$ cat src/pwr_seq_pkg.sv
// shared constants and types of the power, reset and sleep sequencer
package pwr_seq_pkg;

  // clock and time base
  localparam int CLK_PERIOD_NS = 4;
  localparam int TICK_NS = 1000;
  localparam int TICK_CYCLES = TICK_NS / CLK_PERIOD_NS;
  localparam int PRESS_MIN_MS = 16;
  localparam int PRESS_MIN_US = PRESS_MIN_MS * 1000;
  localparam int RESET_PULSE_US = 1000;
  localparam int PREP_US = 10;

  // input vector positions
  localparam int IN_PWR_BTN = 0;
  localparam int IN_RST_BTN = 1;
  localparam int IN_SLP_BTN = 2;
  localparam int IN_LID = 3;
  localparam int IN_PCIE_WAKE = 4;
  localparam int IN_AUX_WAKE = 5;
  localparam int IN_BAT_LOW = 6;
  localparam int IN_OVERTEMP = 7;
  localparam int IN_ALERT = 8;
  localparam int IN_SUPPLY_BAD = 9;
  localparam int IN_RAIL_LOW = 10;
  localparam int N_IN = 11;
  localparam int N_BTN = 4;
  localparam int EV_WDOG = 11;
  localparam int N_EV = 12;

  // register offsets
  localparam logic [7:0] OFS_STATUS = 8'h00;
  localparam logic [7:0] OFS_CLEAR = 8'h04;
  localparam logic [7:0] OFS_ENABLE = 8'h08;
  localparam logic [7:0] OFS_CONTROL = 8'h0c;
  localparam logic [7:0] OFS_COMMAND = 8'h10;
  localparam logic [7:0] OFS_WDOG_LOAD = 8'h14;
  localparam logic [7:0] OFS_STATE = 8'h18;

  // field positions
  localparam int CTL_WDOG_EN = 0;
  localparam int CTL_ALERT_WAKE = 1;
  localparam int CMD_SLEEP_RAM = 0;
  localparam int CMD_SOFT_OFF = 1;
  localparam int CMD_RESET_BUTTON_N = 2;
  localparam int CMD_WDOG_KICK = 3;
  localparam int STATE_LVL_POS = 2;

  // reset values
  localparam logic [N_EV-1:0] ENABLE_RST = 12'h000;
  localparam logic [1:0] CONTROL_RST = 2'h0;
  localparam logic [31:0] WDOG_LOAD_RST = 32'h000f4240;

  typedef enum logic [1:0] {
    ST_OFF = 2'b00,
    ST_RUN = 2'b01,
    ST_PREP = 2'b10,
    ST_RAM = 2'b11
  } pwr_state_type;

endpackage

$ cat src/pwr_seq.sv
// power, reset and sleep-state sequencer facing the carrier board
//
// The strobed register port and the register addresses were chosen for this implementation.
`timescale 1ns/1ps

// Functional notes
// power button press wakes from soft-off
// reset button edge triggered, no hold
// carrier holds reset button 16 ms
// carrier reset on button, supply, rail, watchdog, software
// supply_good high means power good
// suspend_imminent_n asserted before suspending
// sleep_ram_n low while in suspend-to-RAM
// soft_off_n low while soft-off
// suspend-to-disk indication not supported
// both wake inputs wake from suspend
// battery low condition is registered
// overtemp input reported as over-temperature
// alert raises management interrupt or wakes
// lid switch presses reported as events
// sleep button presses reported, wake suspend
// watchdog_expired high after watchdog time-out
// buttons qualified by press-width counter
// every carrier input double synchronised
module pwr_seq import pwr_seq_pkg::*; #(
  parameter int unsigned PRESS_TICKS = PRESS_MIN_US,
  parameter int unsigned RESET_TICKS = RESET_PULSE_US,
  parameter int unsigned TICK_DIV = TICK_CYCLES
) (
  input wire logic mclk,
  input wire logic sys_rst,
  input wire logic power_button_n,
  input wire logic reset_button_n,
  input wire logic sleep_button_n,
  input wire logic lid_switch_n,
  input wire logic pcie_wake_n,
  input wire logic aux_wake_n,
  input wire logic battery_low_n,
  input wire logic overtemp_in_n,
  input wire logic sideband_alert_n,
  input wire logic supply_good,
  input wire logic main_rail_ok,
  input wire logic [7:0] reg_addr,
  input wire logic [31:0] reg_wdata,
  input wire logic reg_wr,
  input wire logic reg_rd,
  output logic [31:0] reg_rdata,
  output logic carrier_reset_n,
  output logic suspend_imminent_n,
  output logic sleep_ram_n,
  output logic sleep_disk_n,
  output logic soft_off_n,
  output logic watchdog_expired,
  output logic mgmt_irq_n,
  output logic irq
);

  logic [N_IN-1:0] raw_in;
  logic [N_IN-1:0] sync1;
  logic [N_IN-1:0] sync2;
  logic [N_IN-1:0] active;
  logic [N_IN-1:0] active_q;
  logic [N_BTN-1:0] btn_evt;
  logic [N_EV-1:0] evt;
  logic [N_EV-1:0] status;
  logic [N_EV-1:0] irq_en;
  logic [N_EV-1:0] clr_mask;
  logic [1:0] control;
  logic [31:0] div_cnt;
  logic tick;
  logic [31:0] rst_cnt;
  logic [15:0] prep_cnt;
  logic [31:0] wd_load;
  logic [31:0] wd_cnt;
  logic wd_fire;
  logic kick;
  logic cmd_ram;
  logic cmd_off;
  logic cmd_rst;
  logic wake_off;
  logic wake_ram;
  logic prep_to_ram;
  logic reg_wr_cmd;
  logic rst_held;
  pwr_state_type state;

  // every input enters the synchroniser active low, so an idle board reads all ones
  assign raw_in = {main_rail_ok, supply_good, sideband_alert_n, overtemp_in_n,
                   battery_low_n, aux_wake_n, pcie_wake_n, lid_switch_n,
                   sleep_button_n, reset_button_n, power_button_n};

  // two-stage synchroniser
  always_ff @(posedge mclk) begin
    if (sys_rst) begin
      sync1 <= '1;
      sync2 <= '1;
    end else begin
      sync1 <= raw_in;
      sync2 <= sync1;
    end
  end

  // supply_good low counts as asserted fault
  assign active = ~sync2;

  // previous level for edge detection
  always_ff @(posedge mclk) begin
    if (sys_rst) begin
      active_q <= '0;
    end else begin
      active_q <= active;
    end
  end

  // microsecond enable pulse
  always_ff @(posedge mclk) begin
    if (sys_rst) begin
      div_cnt <= '0;
      tick <= 1'b0;
    end else if (div_cnt == 32'(TICK_DIV - 1)) begin
      div_cnt <= '0;
      tick <= 1'b1;
    end else begin
      div_cnt <= div_cnt + 32'h1;
      tick <= 1'b0;
    end
  end

  // press-width qualification, one pulse per press
  for (genvar b = 0; b < N_BTN; b++) begin : g_btn
    logic [31:0] cnt;
    always_ff @(posedge mclk) begin
      if (sys_rst || !active[b]) begin
        cnt <= '0;
      end else if (tick && cnt != 32'(PRESS_TICKS)) begin
        cnt <= cnt + 32'h1;
      end
    end
    assign btn_evt[b] = active[b] && tick && (cnt == 32'(PRESS_TICKS - 1));
    // pulse only when the width is reached
    AST_BTN_WIDTH: assert property (@(posedge mclk) disable iff (sys_rst)
      btn_evt[b] |-> $past(active[b], 1) && cnt == 32'(PRESS_TICKS - 1))
      else $error("button event before minimum width");
  end

  // events: qualified presses, asserting edges of levels, watchdog
  assign evt = {wd_fire, active[N_IN-1:N_BTN] & ~active_q[N_IN-1:N_BTN], btn_evt};

  // register write decode
  assign clr_mask = (reg_wr && reg_addr == OFS_CLEAR) ? reg_wdata[N_EV-1:0] : '0;
  assign reg_wr_cmd = reg_wr && reg_addr == OFS_COMMAND;
  assign cmd_ram = reg_wr_cmd && reg_wdata[CMD_SLEEP_RAM];
  assign cmd_off = reg_wr_cmd && reg_wdata[CMD_SOFT_OFF];
  assign cmd_rst = reg_wr_cmd && reg_wdata[CMD_RESET_BUTTON_N];
  assign kick = reg_wr_cmd && reg_wdata[CMD_WDOG_KICK];

  // sticky status; a new event wins over a clear
  always_ff @(posedge mclk) begin
    if (sys_rst) begin
      status <= '0;
    end else begin
      status <= (status & ~clr_mask) | evt;
    end
  end

  AST_BAT_LOW: assert property (@(posedge mclk) disable iff (sys_rst)
    evt[IN_BAT_LOW] |=> status[IN_BAT_LOW])
    else $error("battery low not registered");
  AST_OVERTEMP: assert property (@(posedge mclk) disable iff (sys_rst)
    evt[IN_OVERTEMP] |=> status[IN_OVERTEMP])
    else $error("over-temperature not reported");

  // enable and control registers
  always_ff @(posedge mclk) begin
    if (sys_rst) begin
      irq_en <= ENABLE_RST;
      control <= CONTROL_RST;
      wd_load <= WDOG_LOAD_RST;
    end else if (reg_wr) begin
      if (reg_addr == OFS_ENABLE) begin
        irq_en <= reg_wdata[N_EV-1:0];
      end
      if (reg_addr == OFS_CONTROL) begin
        control <= reg_wdata[1:0];
      end
      if (reg_addr == OFS_WDOG_LOAD) begin
        wd_load <= reg_wdata;
      end
    end
  end

  // read port, data valid only in the cycle after the strobe
  always_ff @(posedge mclk) begin
    if (sys_rst || !reg_rd) begin
      reg_rdata <= '0;
    end else begin
      unique case (reg_addr)
        OFS_STATUS: reg_rdata <= 32'(status);
        OFS_ENABLE: reg_rdata <= 32'(irq_en);
        OFS_CONTROL: reg_rdata <= 32'(control);
        OFS_WDOG_LOAD: reg_rdata <= wd_load;
        OFS_STATE: reg_rdata <= {19'h0, active, state};
        default: reg_rdata <= '0;
      endcase
    end
  end

  // level interrupt from enabled status bits
  always_ff @(posedge mclk) begin
    if (sys_rst) begin
      irq <= 1'b0;
    end else begin
      irq <= |(status & irq_en);
    end
  end

  AST_IRQ_LEVEL: assert property (@(posedge mclk) disable iff (sys_rst)
    ##1 irq == $past(|(status & irq_en)))
    else $error("interrupt does not follow enabled status");

  // alert drives management interrupt unless set up for wake
  always_ff @(posedge mclk) begin
    if (sys_rst) begin
      mgmt_irq_n <= 1'b1;
    end else begin
      mgmt_irq_n <= ~(active[IN_ALERT] && !control[CTL_ALERT_WAKE]);
    end
  end

  AST_ALERT_SMI: assert property (@(posedge mclk) disable iff (sys_rst)
    (active[IN_ALERT] && !control[CTL_ALERT_WAKE]) |=> !mgmt_irq_n)
    else $error("alert did not raise management interrupt");

  // wake sources per state
  assign wake_off = evt[IN_PWR_BTN] || (control[CTL_ALERT_WAKE] && evt[IN_ALERT]);
  assign wake_ram = wake_off || evt[IN_SLP_BTN] || evt[IN_PCIE_WAKE] || evt[IN_AUX_WAKE];

  // sleep state machine
  always_ff @(posedge mclk) begin
    if (sys_rst) begin
      state <= ST_OFF;
      prep_to_ram <= 1'b0;
    end else begin
      unique case (state)
        ST_OFF: begin
          if (wake_off) begin
            state <= ST_RUN;
          end
        end
        ST_RUN: begin
          if (cmd_ram || cmd_off) begin
            state <= ST_PREP;
            prep_to_ram <= cmd_ram;
          end
        end
        ST_PREP: begin
          if (prep_cnt == 16'h0) begin
            state <= prep_to_ram ? ST_RAM : ST_OFF;
          end
        end
        ST_RAM: begin
          if (wake_ram) begin
            state <= ST_RUN;
          end
        end
      endcase
    end
  end

  // hold the notice for a fixed time before suspending
  always_ff @(posedge mclk) begin
    if (sys_rst || state != ST_PREP) begin
      prep_cnt <= 16'(PREP_US);
    end else if (tick && prep_cnt != 16'h0) begin
      prep_cnt <= prep_cnt - 16'h1;
    end
  end

  // state indicator pins
  always_ff @(posedge mclk) begin
    if (sys_rst) begin
      suspend_imminent_n <= 1'b1;
      sleep_ram_n <= 1'b1;
      sleep_disk_n <= 1'b1;
      soft_off_n <= 1'b0;
    end else begin
      // notice during preparation
      suspend_imminent_n <= (state != ST_PREP);
      // low in suspend-to-RAM
      sleep_ram_n <= (state != ST_RAM);
      // no suspend-to-disk state
      sleep_disk_n <= 1'b1;
      // low in soft-off
      soft_off_n <= (state != ST_OFF);
    end
  end

  AST_PWR_WAKE: assert property (@(posedge mclk) disable iff (sys_rst)
    (state == ST_OFF && evt[IN_PWR_BTN]) |=> state == ST_RUN)
    else $error("power press did not leave soft-off");
  AST_SUSP_NOTICE: assert property (@(posedge mclk) disable iff (sys_rst)
    (state == ST_RAM && $past(state) != ST_RAM) |-> $past(!suspend_imminent_n))
    else $error("suspend entered without notice");
  AST_S3_PIN: assert property (@(posedge mclk) disable iff (sys_rst)
    ##1 sleep_ram_n == $past(state != ST_RAM))
    else $error("sleep_ram_n does not track suspend-to-RAM");
  AST_S5_PIN: assert property (@(posedge mclk) disable iff (sys_rst)
    ##1 soft_off_n == $past(state != ST_OFF))
    else $error("soft_off_n does not track soft-off");
  AST_NO_S4: assert property (@(posedge mclk) disable iff (sys_rst)
    sleep_disk_n)
    else $error("suspend-to-disk indication asserted");
  AST_RAM_WAKE: assert property (@(posedge mclk) disable iff (sys_rst)
    (state == ST_RAM && (evt[IN_PCIE_WAKE] || evt[IN_AUX_WAKE])) |=> state == ST_RUN)
    else $error("wake input did not leave suspend");

  // watchdog, counts microseconds while running
  always_ff @(posedge mclk) begin
    if (sys_rst || !control[CTL_WDOG_EN] || state != ST_RUN || kick) begin
      wd_cnt <= wd_load;
    end else if (tick && wd_cnt != 32'h0) begin
      wd_cnt <= wd_cnt - 32'h1;
    end
  end
  assign wd_fire = control[CTL_WDOG_EN] && state == ST_RUN && !kick && tick &&
                   wd_cnt == 32'h1;

  // expiry flag held until its status bit is cleared
  always_ff @(posedge mclk) begin
    if (sys_rst) begin
      watchdog_expired <= 1'b0;
    end else begin
      watchdog_expired <= (watchdog_expired && !clr_mask[EV_WDOG]) || wd_fire;
    end
  end

  AST_WD_FLAG: assert property (@(posedge mclk) disable iff (sys_rst)
    wd_fire |=> watchdog_expired && status[EV_WDOG])
    else $error("watchdog expiry not flagged");

  // reset pulse started by events only, not by a held button
  always_ff @(posedge mclk) begin
    if (sys_rst || evt[IN_RST_BTN] || wd_fire || cmd_rst) begin
      rst_cnt <= 32'(RESET_TICKS);
    end else if (tick && rst_cnt != 32'h0) begin
      rst_cnt <= rst_cnt - 32'h1;
    end
  end

  // carrier reset also held while supply or main rail is bad
  always_ff @(posedge mclk) begin
    if (sys_rst) begin
      carrier_reset_n <= 1'b0;
    end else begin
      carrier_reset_n <= !(rst_cnt != 32'h0 || active[IN_SUPPLY_BAD] ||
                           active[IN_RAIL_LOW] || state == ST_OFF || state == ST_RAM);
    end
  end

  // marks a reset press whose button is still held down
  always_ff @(posedge mclk) begin
    if (sys_rst || !active[IN_RST_BTN]) begin
      rst_held <= 1'b0;
    end else if (evt[IN_RST_BTN]) begin
      rst_held <= 1'b1;
    end
  end

  AST_RST_BTN: assert property (@(posedge mclk) disable iff (sys_rst)
    evt[IN_RST_BTN] |-> ##2 !carrier_reset_n)
    else $error("reset press did not reset carrier");
  AST_RST_ONCE: assert property (@(posedge mclk) disable iff (sys_rst)
    rst_held |-> !evt[IN_RST_BTN])
    else $error("held reset button retriggered");
  AST_SUPPLY_RST: assert property (@(posedge mclk) disable iff (sys_rst)
    active[IN_SUPPLY_BAD] |=> !carrier_reset_n)
    else $error("supply fault did not hold carrier reset");
  AST_RAIL_RST: assert property (@(posedge mclk) disable iff (sys_rst)
    active[IN_RAIL_LOW] |=> !carrier_reset_n)
    else $error("low main rail did not hold carrier reset");

endmodule

$ cat config.mk
export PLATFORM = sky130hd
export DESIGN_NAME = pwr_seq
export DESIGN_NICKNAME = d
export VERILOG_FILES = /design/src/pwr_seq_pkg.sv /design/src/pwr_seq.sv
export SDC_FILE = /design/constraint.sdc
export NUM_CORES = 1
export LEC_CHECK = 0
export ABC_AREA = 0
export BUFFER_PORTS_ARGS = -buffer_cell sky130_fd_sc_hd__buf_2
export CAP_MARGIN = 20
export CORE_MARGIN = 3
export CORE_UTILIZATION = 55
export DETAILED_ROUTE_END_ITERATION = 10
export GPL_TIMING_DRIVEN = 0
export PLACE_DENSITY = 0.73
export SLEW_MARGIN = 5
export SYNTH_ARGS = -nofsm -noshare
export SYNTH_HDL_FRONTEND = slang
export SYNTH_SLANG_ARGS = --single-unit
$ cat constraint.sdc
create_clock -name mclk -period 3.3 [get_ports mclk]
set_input_delay 0.165 -clock mclk [delete_from_list [all_inputs] [get_ports mclk]]
set_output_delay 0.165 -clock mclk [all_outputs]
set_load 0.05 [all_outputs]
Word-level counts from Yosys, hierarchy flattened
Cells that the tools add are included.
- register bits: 374
- input port bits: 55
- output and inout bits: 40
- word-level logic and storage cells: 154
- add/sub/neg operators: 8
- equal/unequal tests: 26
- mux-type cells: 11
- bitwise operators: 8
- reduce and logical (&&, ||, !) cells: 75
- operators with widths (operator ; count):
    32-bit by 1-bit adder with 32-bit output (second input constant) ; 5
    32-bit case mux with 5 select lines ; 1
    32-bit by 14-bit equality test with 1-bit output (second input constant) ; 4
    32-bit by 14-bit != test with 1-bit output (second input constant) ; 4
    32-bit two-way mux ; 2
    32-bit nonzero test ; 2
    32-bit by 1-bit subtractor with 32-bit output (second input constant) ; 2
    32-bit by 1-bit equality test with 1-bit output (second input constant) ; 1
    32-bit by 8-bit equality test with 1-bit output (second input constant) ; 1
    1-bit logical AND ; 28
    12-bit bitwise AND ; 2
    8-bit by 5-bit equality test with 1-bit output (second input constant) ; 3
    1-bit logical OR ; 22
    8-bit by 4-bit equality test with 1-bit output (second input constant) ; 2
    16-bit zero test ; 1
    16-bit nonzero test ; 1
    16-bit by 1-bit subtractor with 16-bit output (second input constant) ; 1
    12-bit two-way mux ; 1
    2-bit != test (second input constant) ; 6
    12-bit inverter ; 1
    12-bit bitwise OR ; 1
    12-bit OR reduction ; 1
    11-bit inverter ; 1
    1-bit zero test ; 10
    other kinds (16) ; 25

Depth between registers and ports, before layout
- depth after elaboration: 9
- mapped depth: 9
- mapped depth without buffers: 8

Worst setup path before layout
Ideal clock, no wire load.
- path kind: input -> register
- start point: in reg_addr[7]
- end point: reg wd_cnt[0], enable pin
- arrival time: 2499 ps
- data required time: 2911 ps
- setup slack: 412 ps
- stages on the path: 8
- cell sequence: or4_4 buf_6 nor3_1 a21oi_1 nor2b_1 buf_2 clkbuf_1 nand2_1
- word-level cells in the longest chain between the ends: 5
- ends and longest elaborated chain (what ; RTL line ; text):
    from (decl) ; pwr_seq.sv:43 ; input wire logic [7:0] reg_addr,
    8-bit by 5-bit equality test with 1-bit output ; pwr_seq.sv:151 ; assign reg_wr_cmd = reg_wr && reg_addr == OFS_COMMAND;
    1-bit logical AND ; pwr_seq.sv:151 ;
    1-bit logical AND ; pwr_seq.sv:155 ; assign kick = reg_wr_cmd && reg_wdata[CMD_WDOG_KICK];
    1-bit logical OR ; pwr_seq.sv:319 ; if (sys_rst || !control[CTL_WDOG_EN] || state != ST_RUN || kick) begin
    2-bit nonzero test (no line) ; -- ;
    to (signal assigned) ; pwr_seq.sv:320 ; wd_cnt <= wd_load;
    to (signal assigned) ; pwr_seq.sv:322 ; wd_cnt <= wd_cnt - 32'h1;
    to (decl) ; pwr_seq.sv:74 ; logic [31:0] wd_cnt;
Every way passes these cells.
A chain may end at the register's enable or synchronous reset.

Worst setup path in the final report
- start point: reg tick
- end point: reg wd_cnt[16], enable pin
- word-level cells in the longest chain between the ends: 2
- ends and longest elaborated chain (what ; RTL line ; text):
    from (decl) ; pwr_seq.sv:70 ; logic tick;
    from (signal assigned) ; pwr_seq.sv:119 ; tick <= 1'b0;
    from (signal assigned) ; pwr_seq.sv:122 ; tick <= 1'b1;
    from (signal assigned) ; pwr_seq.sv:125 ; tick <= 1'b0;
    1-bit logical AND ; pwr_seq.sv:321 ; end else if (tick && wd_cnt != 32'h0) begin
    2-bit nonzero test (no line) ; -- ;
Every way passes these cells.

==> run metrics <==
total power approximately 9.4 mW; CORE AREA roughly 0.029 sq mm; Peak Freq 327 MHz; Tmin final 3060 ps; CTS root buf clkbuf_16; power density over the cells around 500 mW/mm^2; total gr overflow 0; #FFs+latches synth 370; min-delay worst type in2reg; Pre-Repair DR Iteration Count 5; Synth top area share between 40% and 50%; CP Class reg2reg; actual slew at the worst max-slew pin 1060 ps; nets 2,127; main area contributors after synthesis dfxtp_1 (42%), nor2_1 (7.0%), xor2_1 (6.3%); Starting Density 56.0%; Rel. slew slack 28.8%; CP Buf/Inv Count 4; Post-route DRC 0; layout cell share with drive strength beyond 1 10.0%; cell chain of the critical path clkbuf_2 -> clkbuf_1 -> buf_2 -> nand2_1 -> nand2_2 -> buf_16; fillers 2,440; mapped cell area between 0.015 and 0.02 sq mm; diode count 0; H-Tree Depth 2; post-DP HPWL 26,900 um; gpl congestion 0.926; CTS tree yes; Setup violations, final 0; MaxCap Viol Count 0; DR WL/cell between 15 and 20 um; critical path's largest stage delay around 690 ps; post-synthesis cell type count 64; Setup Fix Bufs, Post-CTS 0; Post-synth ARST share 0%; Yosys warning total 0; Worst Path Required 3530 ps; initial antenna violation count 0; RSZ-0062 raised after global routing false; outcome finished, final reports clean; vias in the first global route 12,900; final hold violations 0; Die X 177 um; Peak VDD IR about 0.37 mV; Startpoint Class flop; crit end category flop; Area Growth Syn to Fin 17.0%; CP delay by family, top buffers and inverters; I/O Buffers 91; most frequent cell after synthesis dfxtp_1; commonest cells in the synthesized netlist dfxtp_1 (338), nor2_1 (300), nand2_1 (187); Ports 95; final core occ 65.6%; TritonCTS buffer count 39; clk slew on worst S/H paths 60 ps; arrival time at the worst endpoint approximately 3300 ps; Clock Path Buffers 3; Seq/Total Area, Yosys a little under half; final period utilization 92.6%; Top FF cell, synth dfxtp_1; total number of vias between 10,000 and 15,000; CP max-delay cell dfxtp_1; instance count of the mapped netlist 1,874; Slew Limit Fails 0; largest net degree at the start of global routing 20; final WL 38,400 um; vias per inst between 5 and 6; post-synthesis average cell area roughly 8.6 sq um; Clock Sinks between 300 and 400; syn nets 1,949; crit-path max FO 19; Initial DRC Count 913; Post-synth EDFFs 32; leak pwr 6.62 nW; hold_ws 143 ps; first-pass GRT wire length 62,100 um; std cell rows 62; worst skew pair latency between 500 and 600 ps; Layout Skew around 17 ps; gr usage total 23.7%; Synth area leader dfxtp_1; die height about 180 um; Die Area 0.0315 sq mm; Final ANT Viol Nets 0
logic make-up after synthesis:
| group | Yosys count | synth area share [%] |
|---|---|---|
| other cells | 1 | 0.0232 |
| flops | 370 | 47.8 |
| simple gates | 954 | 29.2 |
| xor+xnor | 198 | 10.7 |
| compound gates | 213 | 7.58 |
| fa+ha+maj | 20 | 1.55 |
| mux | 4 | 0.248 |
| buf+inv | 114 | 2.87 |
state kept, by name, indices dropped and copies added, names as in the netlist, 2 cells and up:
register   cells
wd_load       32
wd_cnt        32
div_cnt       32
irq_en        12
status        12
g_btn.cnt    128
control        2
sync1         11
prep_cnt      16
state          2
sync2         11
reg_rdata     32
active_q       7
rst_cnt       32
what timing repair did:
| action | CTS | global route |
|---|---|---|
| hold buffers | 44 | 0 |
| setup endpoints to repair | 32 | 19 |
| gates cloned | 0 | 0 |
| resized for setup | 2 | 1 |
| endpoints found under the hold margin | 60 | 0 |
cell usage in the layout, fill, tap and decap left out, drive strengths merged, types with 14 or more instances in the layout:
master / n
nor2: 301
nand3: 92
dfxtp: 338
nand4: 65
nor3: 64
or4: 14
buf: 107
dlygate4sd3: 44
nand2: 188
edfxtp: 32
and4: 14
xor2: 116
o21ai: 25
and3: 31
inv: 31
or3: 35
nor4: 51
a21oi: 138
clkbuf: 121
or2: 27
xnor2: 82
and2: 27
ha: 20
metrics by stage:
step	instance area [sq um]	cells	worst slack, ps	TNS (ps)
finish	18900	2464	245	0
global route	18900	2464	149	0
CTS	18900	2462	69.0	0
detailed placement	17100	2350	-579	-16300
global placement	17100	2349	-914	-29230
floorplan	16200	1874	412	0
worst paths after layout:
| check | start | to | slack [ps] | depth (start not counted) |
|---|---|---|---|---|
| setup / recovery | tick$_SDFF_PP0_ | wd_cnt[16]$_DFFE_PP_ | 240 | 6 |
| setup reg to reg | tick$_SDFF_PP0_ | wd_cnt[16]$_DFFE_PP_ | 240 | 6 |
| hold reg to reg | sync1[8]$_SDFF_PP1_ | sync2[8]$_SDFF_PP1_ | 400 | 1 |
| hold / removal | reg_addr[5] | reg_rdata[2]$_SDFF_PP0_ | 140 | 4 |
power by group:
part | switching [mW] | internal, mW
clock | 1.74 | 2.79
combinational | 0.186 | 0.141
sequential | 0.0263 | 4.55
total | 1.95 | 7.48
area by class of cell:
| cell class | instances | area (sq um) | area share [%] |
|---|---|---|---|
| Inverter | 32 | 120 | 0.635 |
| Tap cell | 384 | 480 | 2.54 |
| Timing Repair Buffer | 138 | 933 | 4.93 |
| Clock buffer | 53 | 1130 | 5.98 |
| Sequential cell | 370 | 7730 | 40.8 |
| Clock inverter | 16 | 206 | 1.09 |
| Multi-Input combinational cell | 1390 | 7980 | 42.2 |
| Buffer | 81 | 343 | 1.81 |
per-layer routing:
| layer | GRT usage [%] | share of wire [%] | vias up |
|---|---|---|---|
| met5 | 0 | 0 | - |
| met1 | 31.8 | 46 | 6521 |
| li1 | - | - | 6831 |
| met2 | 39.6 | 47 | 359 |
| met4 | 7.92 | 2.9 | 0 |
| met3 | 3.08 | 4.7 | 85 |
tightest hold or removal path: cells and delay by family:
kind / cells / cell delay, ps
buf+inv: 1 / 110
compound gates: 2 / 260
simple gates: 1 / 50
Note: power is estimated with default switching activity, not from simulation.
